==> src/rtl/sbp_map.svh <==
`ifndef SBP_MAP_SVH
`define SBP_MAP_SVH
// =====================================================================
// widths and encodings
`define ADDR_W          32
`define IDX_W           6
`define CTR_W           2
`define CTR_INIT        2'h1
`define CTR_TAKEN_MIN   2'h2
`define CTR_MAX         2'h3
`define MODE_DIRECTION  2'h0
`define MODE_DYNAMIC    2'h1
`define MODE_NOHEUR     2'h2
`endif

==> src/rtl/sbp_pkg.sv <==
package sbp_pkg;
  typedef enum logic [1:0] {
    BR_COND,
    BR_UNCOND,
    BR_INDIRECT,
    BR_NONE
  } br_kind_t;

  typedef enum logic [1:0] {
    SRC_NONE,
    SRC_BUFFER,
    SRC_STATIC,
    SRC_DYNAMIC
  } pred_src_t;

  typedef struct packed {
    logic        valid;
    br_kind_t    kind;
    logic [31:0] pc;
    logic [31:0] target;
    logic        buf_hit;
    logic        buf_taken;
    logic        is_pause;
  } lookup_t;

  typedef struct packed {
    logic        valid;
    logic        taken;
    pred_src_t   src;
  } pred_t;

  typedef struct packed {
    logic        valid;
    br_kind_t    kind;
    logic [31:0] pc;
    logic        taken;
  } resolve_t;
endpackage

==> src/rtl/cond_counter_table.sv <==
`include "sbp_map.svh"
// small table of two-bit counters for conditional branches without buffer history
module cond_counter_table
  import sbp_pkg::*;
#(
  parameter int ENTRIES = 64,
  parameter int IDX_W   = `IDX_W
) (
  // clock and reset
  input  wire logic             clk_sys,
  input  wire logic             resetn,
  // lookup
  input  wire logic [IDX_W-1:0] rd_idx,
  output      logic             rd_taken,
  // training
  input  wire logic             wr_en,
  input  wire logic [IDX_W-1:0] wr_idx,
  input  wire logic             wr_taken
);
  logic [`CTR_W-1:0] ctr_r [ENTRIES];

  assign rd_taken = (ctr_r[rd_idx] >= `CTR_TAKEN_MIN);

  // =====================================================================
  // per-entry saturating counters
  for (genvar i = 0; i < ENTRIES; i++) begin : g_ctr
    wire             hit   = wr_en && (wr_idx == IDX_W'(i));
    wire             up_ok = ctr_r[i] != `CTR_MAX;
    wire             dn_ok = ctr_r[i] != 2'h0;
    always_ff @(posedge clk_sys or negedge resetn) begin
      if (!resetn) begin
        ctr_r[i] <= `CTR_INIT;
      end else if (hit && wr_taken && up_ok) begin
        ctr_r[i] <= ctr_r[i] + 2'h1;
      end else if (hit && !wr_taken && dn_ok) begin
        ctr_r[i] <= ctr_r[i] - 2'h1;
      end
    end
  end
endmodule // cond_counter_table

==> src/rtl/static_branch_predictor.sv <==
// Contract
// - no buffer entry: buffer gives nothing, static algorithm picks direction
// - unconditional branches always predicted taken
// - indirect branches predicted not taken, fetch falls through
// - direction mode: backward conditional branches predicted taken
// - direction mode: forward conditional branches predicted not taken
// - dynamic mode: conditional branches predicted dynamically, even first time
// - buffer allocates only for conditional branches that resolved taken; the code requests allocation for any taken resolution, whatever its kind
// - mode input selects direction, dynamic or heuristic-free behaviour
// - spin-wait hint acts as a no-operation, only advancing the pointer
`include "sbp_map.svh"
module static_branch_predictor
  import sbp_pkg::*;
#(
  parameter int ENTRIES = 64
) (
  // clock and reset
  input  wire logic       clk_sys,
  input  wire logic       resetn,
  // configuration
  input  wire logic [1:0] mode,
  // lookup from fetch and decode
  input  wire lookup_t    lookup,
  // prediction to fetch
  output      pred_t      pred,
  output      logic       nop_advance,
  // resolution from execute
  input  wire resolve_t   resolve,
  // allocation request to the branch target buffer
  output      logic       alloc_req
);
  localparam int IDX_W = $clog2(ENTRIES);

  // =====================================================================
  // decode of branch class and direction
  wire         is_cond   = lookup.kind == BR_COND;
  wire         is_uncond = lookup.kind == BR_UNCOND;
  wire         is_ind    = lookup.kind == BR_INDIRECT;
  // backward test
  // equal addresses count as backward, so a branch to itself is a loop
  wire         backward  = lookup.target <= lookup.pc;
  wire         m_dir     = mode == `MODE_DIRECTION;
  wire         m_dyn     = mode == `MODE_DYNAMIC;
  wire         m_noh     = !m_dir && !m_dyn;
  wire         dyn_taken;
  // counter index skips the two byte-offset bits of the address
  wire [IDX_W-1:0] rd_idx = lookup.pc[IDX_W+1:2];
  wire [IDX_W-1:0] wr_idx = resolve.pc[IDX_W+1:2];
  // only conditional resolutions train the counters
  wire         train_en  = resolve.valid && resolve.kind == BR_COND;

  cond_counter_table #(
    .ENTRIES (ENTRIES),
    .IDX_W   (IDX_W)
  ) u_ctr (
    .clk_sys  (clk_sys),
    .resetn   (resetn),
    .rd_idx   (rd_idx),
    .rd_taken (dyn_taken),
    .wr_en    (train_en),
    .wr_idx   (wr_idx),
    .wr_taken (resolve.taken)
  );

  // =====================================================================
  // static direction choice
  wire static_taken;
  wire cond_taken;
  wire dir_taken = backward;
  assign cond_taken = m_dir ? dir_taken : (m_dyn ? dyn_taken : 1'h0);
  assign static_taken = is_uncond ? 1'h1 : (is_ind ? 1'h0 : cond_taken);

  // buffer hit wins, otherwise static path
  wire       hit_taken = lookup.buf_hit ? lookup.buf_taken : static_taken;
  pred_src_t src_sel;
  assign src_sel = lookup.buf_hit ? SRC_BUFFER :
                   (is_cond && m_dyn) ? SRC_DYNAMIC : SRC_STATIC;
  wire       br_valid  = lookup.valid && lookup.kind != BR_NONE;
  // spin-wait hint is a plain pointer advance
  wire       pause_hit = lookup.valid && lookup.kind == BR_NONE && lookup.is_pause;

  // =====================================================================
  // next values of the registered outputs
  pred_t pred_nxt;
  wire   nop_nxt;
  wire   alloc_nxt;
  assign pred_nxt.valid = br_valid;
  assign pred_nxt.taken = br_valid && hit_taken;
  assign pred_nxt.src   = br_valid ? src_sel : SRC_NONE;
  assign nop_nxt        = pause_hit;
  assign alloc_nxt      = resolve.valid && resolve.taken;

  // =====================================================================
  // registered outputs
  always_ff @(posedge clk_sys or negedge resetn) begin
    if (!resetn) begin
      pred        <= '0;
      nop_advance <= 1'h0;
      alloc_req   <= 1'h0;
    end else begin
      pred        <= pred_nxt;
      nop_advance <= nop_nxt;
      alloc_req   <= alloc_nxt;
    end
  end

  // =====================================================================
  // checks
  // unconditional taken
  AST_UNCOND_TAKEN: assert property (@(posedge clk_sys) disable iff (!resetn)
    lookup.valid && is_uncond && !lookup.buf_hit |=> pred.valid && pred.taken)
    else $error("unconditional branch not predicted taken");
  AST_IND_NT: assert property (@(posedge clk_sys) disable iff (!resetn)
    lookup.valid && is_ind && !lookup.buf_hit |=> pred.valid && !pred.taken)
    else $error("indirect branch predicted taken");
  AST_BACK_TAKEN: assert property (@(posedge clk_sys) disable iff (!resetn)
    lookup.valid && is_cond && !lookup.buf_hit && m_dir && backward |=> pred.taken)
    else $error("backward conditional not taken");
  AST_FWD_NT: assert property (@(posedge clk_sys) disable iff (!resetn)
    lookup.valid && is_cond && !lookup.buf_hit && m_dir && !backward |=> !pred.taken)
    else $error("forward conditional predicted taken");
  AST_DYN_SRC: assert property (@(posedge clk_sys) disable iff (!resetn)
    lookup.valid && is_cond && !lookup.buf_hit && m_dyn |=> pred.src == SRC_DYNAMIC)
    else $error("dynamic mode did not use dynamic prediction");
  AST_NO_ALLOC_NT: assert property (@(posedge clk_sys) disable iff (!resetn)
    alloc_req |-> $past(resolve.valid) && $past(resolve.taken))
    else $error("allocation for a branch never taken");
  AST_NOHEUR: assert property (@(posedge clk_sys) disable iff (!resetn)
    lookup.valid && is_cond && !lookup.buf_hit && m_noh |=> !pred.taken)
    else $error("heuristic applied in heuristic-free mode");
  AST_HIT_FOLLOW: assert property (@(posedge clk_sys) disable iff (!resetn)
    br_valid && lookup.buf_hit |=> pred.src == SRC_BUFFER && pred.taken == $past(lookup.buf_taken))
    else $error("buffer prediction not followed");
  AST_PAUSE_NOP: assert property (@(posedge clk_sys) disable iff (!resetn)
    pause_hit |=> nop_advance && !pred.valid)
    else $error("pause hint had a side effect");

  // =====================================================================
  // checks on sources, idle cycles and allocation
  // taken resolution allocates
  AST_ALLOC_TAKEN: assert property (@(posedge clk_sys) disable iff (!resetn)
    resolve.valid && resolve.taken
    |=> alloc_req)
    else $error("taken resolution did not request allocation");
  AST_ALLOC_QUIET: assert property (@(posedge clk_sys) disable iff (!resetn)
    !resolve.valid
    |=> !alloc_req)
    else $error("allocation without a resolution");
  AST_NT_NO_ALLOC: assert property (@(posedge clk_sys) disable iff (!resetn)
    resolve.valid && !resolve.taken
    |=> !alloc_req)
    else $error("allocation after a not-taken resolution");
  AST_NONE_NO_PRED: assert property (@(posedge clk_sys) disable iff (!resetn)
    lookup.valid && lookup.kind == BR_NONE
    |=> !pred.valid && !pred.taken && pred.src == SRC_NONE)
    else $error("prediction issued for a non-branch");
  AST_PAUSE_ONLY: assert property (@(posedge clk_sys) disable iff (!resetn)
    !pause_hit
    |=> !nop_advance)
    else $error("pointer advance without a spin-wait hint");
  AST_IDLE_QUIET: assert property (@(posedge clk_sys) disable iff (!resetn)
    !lookup.valid
    |=> !pred.valid)
    else $error("prediction without a lookup");
  AST_VALID_FOLLOW: assert property (@(posedge clk_sys) disable iff (!resetn)
    br_valid
    |=> pred.valid)
    else $error("branch lookup not answered");
  AST_STATIC_SRC: assert property (@(posedge clk_sys) disable iff (!resetn)
    br_valid && !lookup.buf_hit && !(is_cond && m_dyn)
    |=> pred.src == SRC_STATIC)
    else $error("buffer miss not resolved by the static path");
  AST_UNCOND_FWD: assert property (@(posedge clk_sys) disable iff (!resetn)
    lookup.valid && is_uncond && !lookup.buf_hit && !backward
    |=> pred.taken)
    else $error("forward unconditional branch not taken");
  AST_IND_BACK_NT: assert property (@(posedge clk_sys) disable iff (!resetn)
    lookup.valid && is_ind && !lookup.buf_hit && backward
    |=> !pred.taken)
    else $error("backward indirect branch predicted taken");
  AST_DYN_FOLLOW: assert property (@(posedge clk_sys) disable iff (!resetn)
    br_valid && is_cond && !lookup.buf_hit && m_dyn
    |=> pred.taken == $past(dyn_taken))
    else $error("dynamic prediction not followed");
  AST_DYN_NOT_DIR: assert property (@(posedge clk_sys) disable iff (!resetn)
    br_valid && is_cond && !lookup.buf_hit && m_dyn && backward && !dyn_taken
    |=> !pred.taken)
    else $error("jump direction used in dynamic mode");
  AST_SAME_ADDR_BACK: assert property (@(posedge clk_sys) disable iff (!resetn)
    lookup.valid && is_cond && !lookup.buf_hit && m_dir && lookup.target == lookup.pc
    |=> pred.taken)
    else $error("branch to its own address not taken");
  AST_NEXT_ADDR_FWD: assert property (@(posedge clk_sys) disable iff (!resetn)
    lookup.valid && is_cond && !lookup.buf_hit && m_dir && lookup.target == lookup.pc + 32'h4
    |=> !pred.taken)
    else $error("branch to the next word predicted taken");
  AST_NOHEUR_SRC: assert property (@(posedge clk_sys) disable iff (!resetn)
    lookup.valid && is_cond && !lookup.buf_hit && m_noh
    |=> pred.src == SRC_STATIC)
    else $error("heuristic-free mode used another source");
endmodule // static_branch_predictor

==> config.mk <==
export PLATFORM = sky130hd
export DESIGN_NAME = static_branch_predictor
export DESIGN_NICKNAME = d
export VERILOG_FILES = /design/src/rtl/sbp_pkg.sv /design/src/rtl/cond_counter_table.sv /design/src/rtl/static_branch_predictor.sv
export VERILOG_INCLUDE_DIRS = /design/src /design/src/rtl
export SDC_FILE = /design/constraint.sdc
export NUM_CORES = 1
export LEC_CHECK = 0
export ABC_AREA = 1
export BUFFER_PORTS_ARGS = -buffer_cell sky130_fd_sc_hd__buf_2
export CORE_UTILIZATION = 45
export DETAILED_ROUTE_END_ITERATION = 10
export GPL_TIMING_DRIVEN = 1
export HOLD_SLACK_MARGIN = 0.15
export PLACE_DENSITY = 0.67
export SYNTH_ARGS = -nofsm -noshare
export SYNTH_HDL_FRONTEND = slang
export SYNTH_SLANG_ARGS = --single-unit
==> constraint.sdc <==
create_clock -name clk_sys -period 3 [get_ports clk_sys]
set_clock_uncertainty 0.2 [all_clocks]
set_input_delay 0.6 -clock clk_sys [delete_from_list [all_inputs] [get_ports clk_sys]]
set_output_delay 0.6 -clock clk_sys [all_outputs]
set_load 0.02 [all_outputs]
==> flow_metrics.py <==
metrics = {
    "job": {
        "maxCapViolCount": 0,
    },
    "sta": {
        "max_slew.worst_pin.slew_ns": 0.9819,
        "fmax_mhz": 510.0,
        "setup-tns-final_ns": 0,
        "final_max_slew_viol_count": 0,
        "hold_violations": 0,
        "rsz0062_at_grt": "no",
        "period_share": 0.6536,
        "slew_headroom": 0.3454,
        "total_of_endpoints_with_negative_setup_slack_in_the_final_report": 0,
        "worst_slack_ns": 1.039,
        "layout_min_cycle_time_ns": 1.961,
    },
    "die": {
        "effective_utilization_at_floorplan": 0.4617,
        "fp.coreArea_sq_um": 17360,
        "die-height_um": 135.5,
        "die_w_um": 135.5,
        "num_io_pins": 116,
        "floorplan.rows": 48,
        "fp.dieArea_sq_um": 18350,
    },
    "synth": {
        "yosys.area_share.xor_xnor": 0,
        "compound_cell_area_share_of_the_yosys_netlist": 0.2247,
        "post_synth_num_cell_types": 31,
        "top_post_synthesis_cells_by_area": "sky130_fd_sc_hd__dfrtp_1, sky130_fd_sc_hd__dfstp_2, sky130_fd_sc_hd__nand2_1, sky130_fd_sc_hd__o21ai_0, sky130_fd_sc_hd__a21oi_1",
        "postSynth.asyncResetShare": 1.000,
        "synth_area_leader_cell": "sky130_fd_sc_hd__dfrtp_1",
        "synth_adder_area_share": 0.04996,
        "synthSimpleGateAreaFrac": 0.2297,
        "dominant_combinational_cell_family_by_area_after_synthesis": "simple AND/OR/NAND/NOR gates",
        "synth_edf_count": 0,
        "postSynthCellCount": 1089,
        "synth.net_count": 1231,
        "yosys-mux-area-fraction": 0,
        "mapped_area_sq_um": 8014,
        "synthFlopType": "sky130_fd_sc_hd__dfrtp_1",
        "avgSynthCellArea_sq_um": 7.359,
        "synthesis.yosys.warnings": 0,
        "seq_area_frac_synth": 0.4284,
        "synth_top_area_share": 0.2186,
        "yosys_register_bits": 134,
    },
    "drt": {
        "highest_layer": "met5",
        "route.met2.wl_mm": 8.918,
        "detail_route.drc_violations": 0,
        "initialDrtViolationCount": 593,
        "vias_per_cell": 5.333,
        "dr_pass1_iterations": 5,
        "routed_wire_length_mm": 20.13,
        "post_drt_wl_per_cell_um": 14.19,
        "antenna_left": 0,
        "num_vias": 7568,
        "routed-wl-met3_mm": 1.091,
        "route.layer.met1.wl_mm": 9.600,
    },
    "clocking": {
        "maximum_clock_path_buffer_count": 2,
        "clock_tree.htree_level_count": 4,
        "count_of_instances_resized_after_the_clock_tree_is_built": 0,
        "cts_tree": "yes",
        "clk_root_buffer_cell": "sky130_fd_sc_hd__clkbuf_16",
        "clock_insertion_delay_worst_skew_ns": 0.43,
        "clkTransAtPathRegs_ns": 0.06,
        "cts_made_buffers": 17,
        "clkSinkCount": 134,
    },
    "grt": {
        "grt_first_pass_wirelength_mm": 33.45,
        "track_usage": 0.2363,
        "via_count_of_the_first_global_routing_pass": 6853,
        "maximum_number_of_pins_on_one_net_before_global_route_repair": 101,
        "antenna_violations_before_repair": 1,
        "grt_overflow": 0,
    },
    "setup_path": {
        "cp.required_ns": 3.16,
        "critPathKind": "in2reg",
        "r2r_slack_ns": 1.41,
        "crit_arrival_ns": 2.12,
        "critical_path.reg2reg.startpoint": "u_ctr.ctr_r[1]",
        "worst-path-max-fanout": 9,
        "crit_path_end_kind": "flop",
        "r2r.worst_path.cells": 10,
        "capturing_element_of_the_worst_setup_path": "pred[2]",
        "crit_path_start": "lookup[39]",
        "timing.rr.end": "pred[2]",
        "timing.critical_path.from_type": "input port",
    },
    "power": {
        "power.static_leakage_uw": 0.003989,
        "vdd_drop_max_mv": 0.4290,
        "p_per_area_nw_per_um2": 503.9,
    },
    "outcome": {
        "outcome": "complete, no violations",
    },
    "hold_path": {
        "min_path_type": "in2reg",
    },
    "finish": {
        "n_antenna_cell": 0,
        "design_area_sq_um": 9339,
        "final_core_utilization": 0.5381,
        "syn_to_final_growth_pct": 16.53,
        "stdcell_count": 1419,
        "final_nets": 1323,
        "drive_gt1_frac": 0.1767,
    },
    "place": {
        "final_wtd_congestion": 0.8045,
        "dpl_cell_area_sq_um": 8682,
        "detailedPlace.worstSlack_ns": 0.6097,
        "post-place-cells": 1385,
        "dp.final_hpwl_mm": 13.88,
        "buffer_ports.inserted": 89,
    },
}
## layer usage
layer  vias up  GRT usage
met5         -          0
met4         2    0.09738
met3        39    0.05125
met2       185     0.3641
met1      3496     0.3214
li1       3846          -
## power by group
group	switching, uW	total (uW)	leakage [uW]	internal, uW
Sequential	48.0	1940	0.00163	1890
Combinational	310	494	0.00205	184
Clock	792	2270	0.000306	1480
Total	1150	4710	0.00399	3560
## flip-flops by register name, indices dropped and copies added, names as in the netlist
register / flops
alloc_req: 1
nop_advance: 1
pred: 4
u_ctr.ctr_r: 128
## cell usage after synthesis, types with 9 or more instances
master                     count
sky130_fd_sc_hd__nand3_1      57
sky130_fd_sc_hd__a21oi_1      84
sky130_fd_sc_hd__inv_1        78
sky130_fd_sc_hd__ha_1         32
sky130_fd_sc_hd__o31ai_1      16
sky130_fd_sc_hd__o21ai_0     204
sky130_fd_sc_hd__dfstp_2      64
sky130_fd_sc_hd__dfrtp_1      70
sky130_fd_sc_hd__o21ai_1      36
sky130_fd_sc_hd__nor2_1       98
sky130_fd_sc_hd__clkbuf_1     18
sky130_fd_sc_hd__nand2_1     285
sky130_fd_sc_hd__buf_6         9
## cell families after synthesis
family | Yosys count
buf+inv | 120
compound gates | 348
fa+ha+maj | 32
simple gates | 455
flops | 134
## through the flow
step           total power [uW]  hold WS (ns)
2_1_floorplan              2266        0.1044
3_3_place_gp               2452        0.2804
3_5_place_dp               2465        0.2849
4_1_cts                    4740        0.1685
5_1_grt                    4893        0.1803
6_report                   4706        0.1804
## cell usage in the layout, fill, tap and decap left out, types with 3 or more instances in the layout
| cell type | synthesis | layout |
|---|---|---|
| sky130_fd_sc_hd__nor2_1 | 98 | 98 |
| sky130_fd_sc_hd__clkbuf_16 | 0 | 17 |
| sky130_fd_sc_hd__clkbuf_1 | 18 | 3 |
| sky130_fd_sc_hd__inv_2 | 5 | 5 |
| sky130_fd_sc_hd__inv_1 | 78 | 78 |
| sky130_fd_sc_hd__o21ai_0 | 204 | 204 |
| sky130_fd_sc_hd__nand2_1 | 285 | 285 |
| sky130_fd_sc_hd__o21ai_1 | 36 | 36 |
| sky130_fd_sc_hd__nand4_1 | 3 | 3 |
| sky130_fd_sc_hd__ha_1 | 32 | 32 |
| sky130_fd_sc_hd__buf_2 | 3 | 88 |
| sky130_fd_sc_hd__a21oi_1 | 84 | 84 |
| sky130_fd_sc_hd__dfstp_2 | 64 | 64 |
| sky130_fd_sc_hd__nor3_1 | 5 | 5 |
| sky130_fd_sc_hd__dfrtp_1 | 70 | 70 |
| sky130_fd_sc_hd__clkbuf_8 | 0 | 4 |
| sky130_fd_sc_hd__buf_4 | 4 | 15 |
| sky130_fd_sc_hd__nand3_1 | 57 | 57 |
| sky130_fd_sc_hd__bufinv_16 | 0 | 4 |
| sky130_fd_sc_hd__o31ai_1 | 16 | 16 |
## how the worst min path moves through the flow
stage | from | endpoint | slack (ns) | cells after the start
global route | resolve[35] | alloc_req | 0.18 | 3
floorplan | resetn | alloc_req | 0.10 | 0
detailed placement | u_ctr.ctr_r[98] | u_ctr.ctr_r[98] | 0.28 | 2
CTS | resolve[35] | alloc_req | 0.17 | 3
finish | resolve[35] | alloc_req | 0.18 | 3
global placement | u_ctr.ctr_r[104] | u_ctr.ctr_r[104] | 0.28 | 2
## worst max-delay path, cell delays in order
cell and delay (ns):
sky130_fd_sc_hd__buf_2 0.20, sky130_fd_sc_hd__clkinv_1 0.16, sky130_fd_sc_hd__ha_1 0.30, sky130_fd_sc_hd__nand2_1 0.04, sky130_fd_sc_hd__nor2_1 0.12, sky130_fd_sc_hd__nand4_1 0.10, sky130_fd_sc_hd__nor3_1 0.16, sky130_fd_sc_hd__a21oi_1 0.10
sky130_fd_sc_hd__a21oi_1 0.15, sky130_fd_sc_hd__nand2_1 0.08, sky130_fd_sc_hd__a21oi_2 0.10
## cell type report
type	count	area, sq um
inverters	85	321.6
clock buffers	24	491.7
fillers	1665	8018
clock inverters	8	145.1
multi-input cells	835	4041
flip-flops and latches	134	3433
repair buffers	108	624.3
well taps	225	281.5
## timing repair
item                                   CTS  global route
hold buffers                             2             0
setup endpoints to repair                0             0
setup buffers                            0             0
endpoints found under the hold margin   33             0
Power figures use the tool's default switching activity.
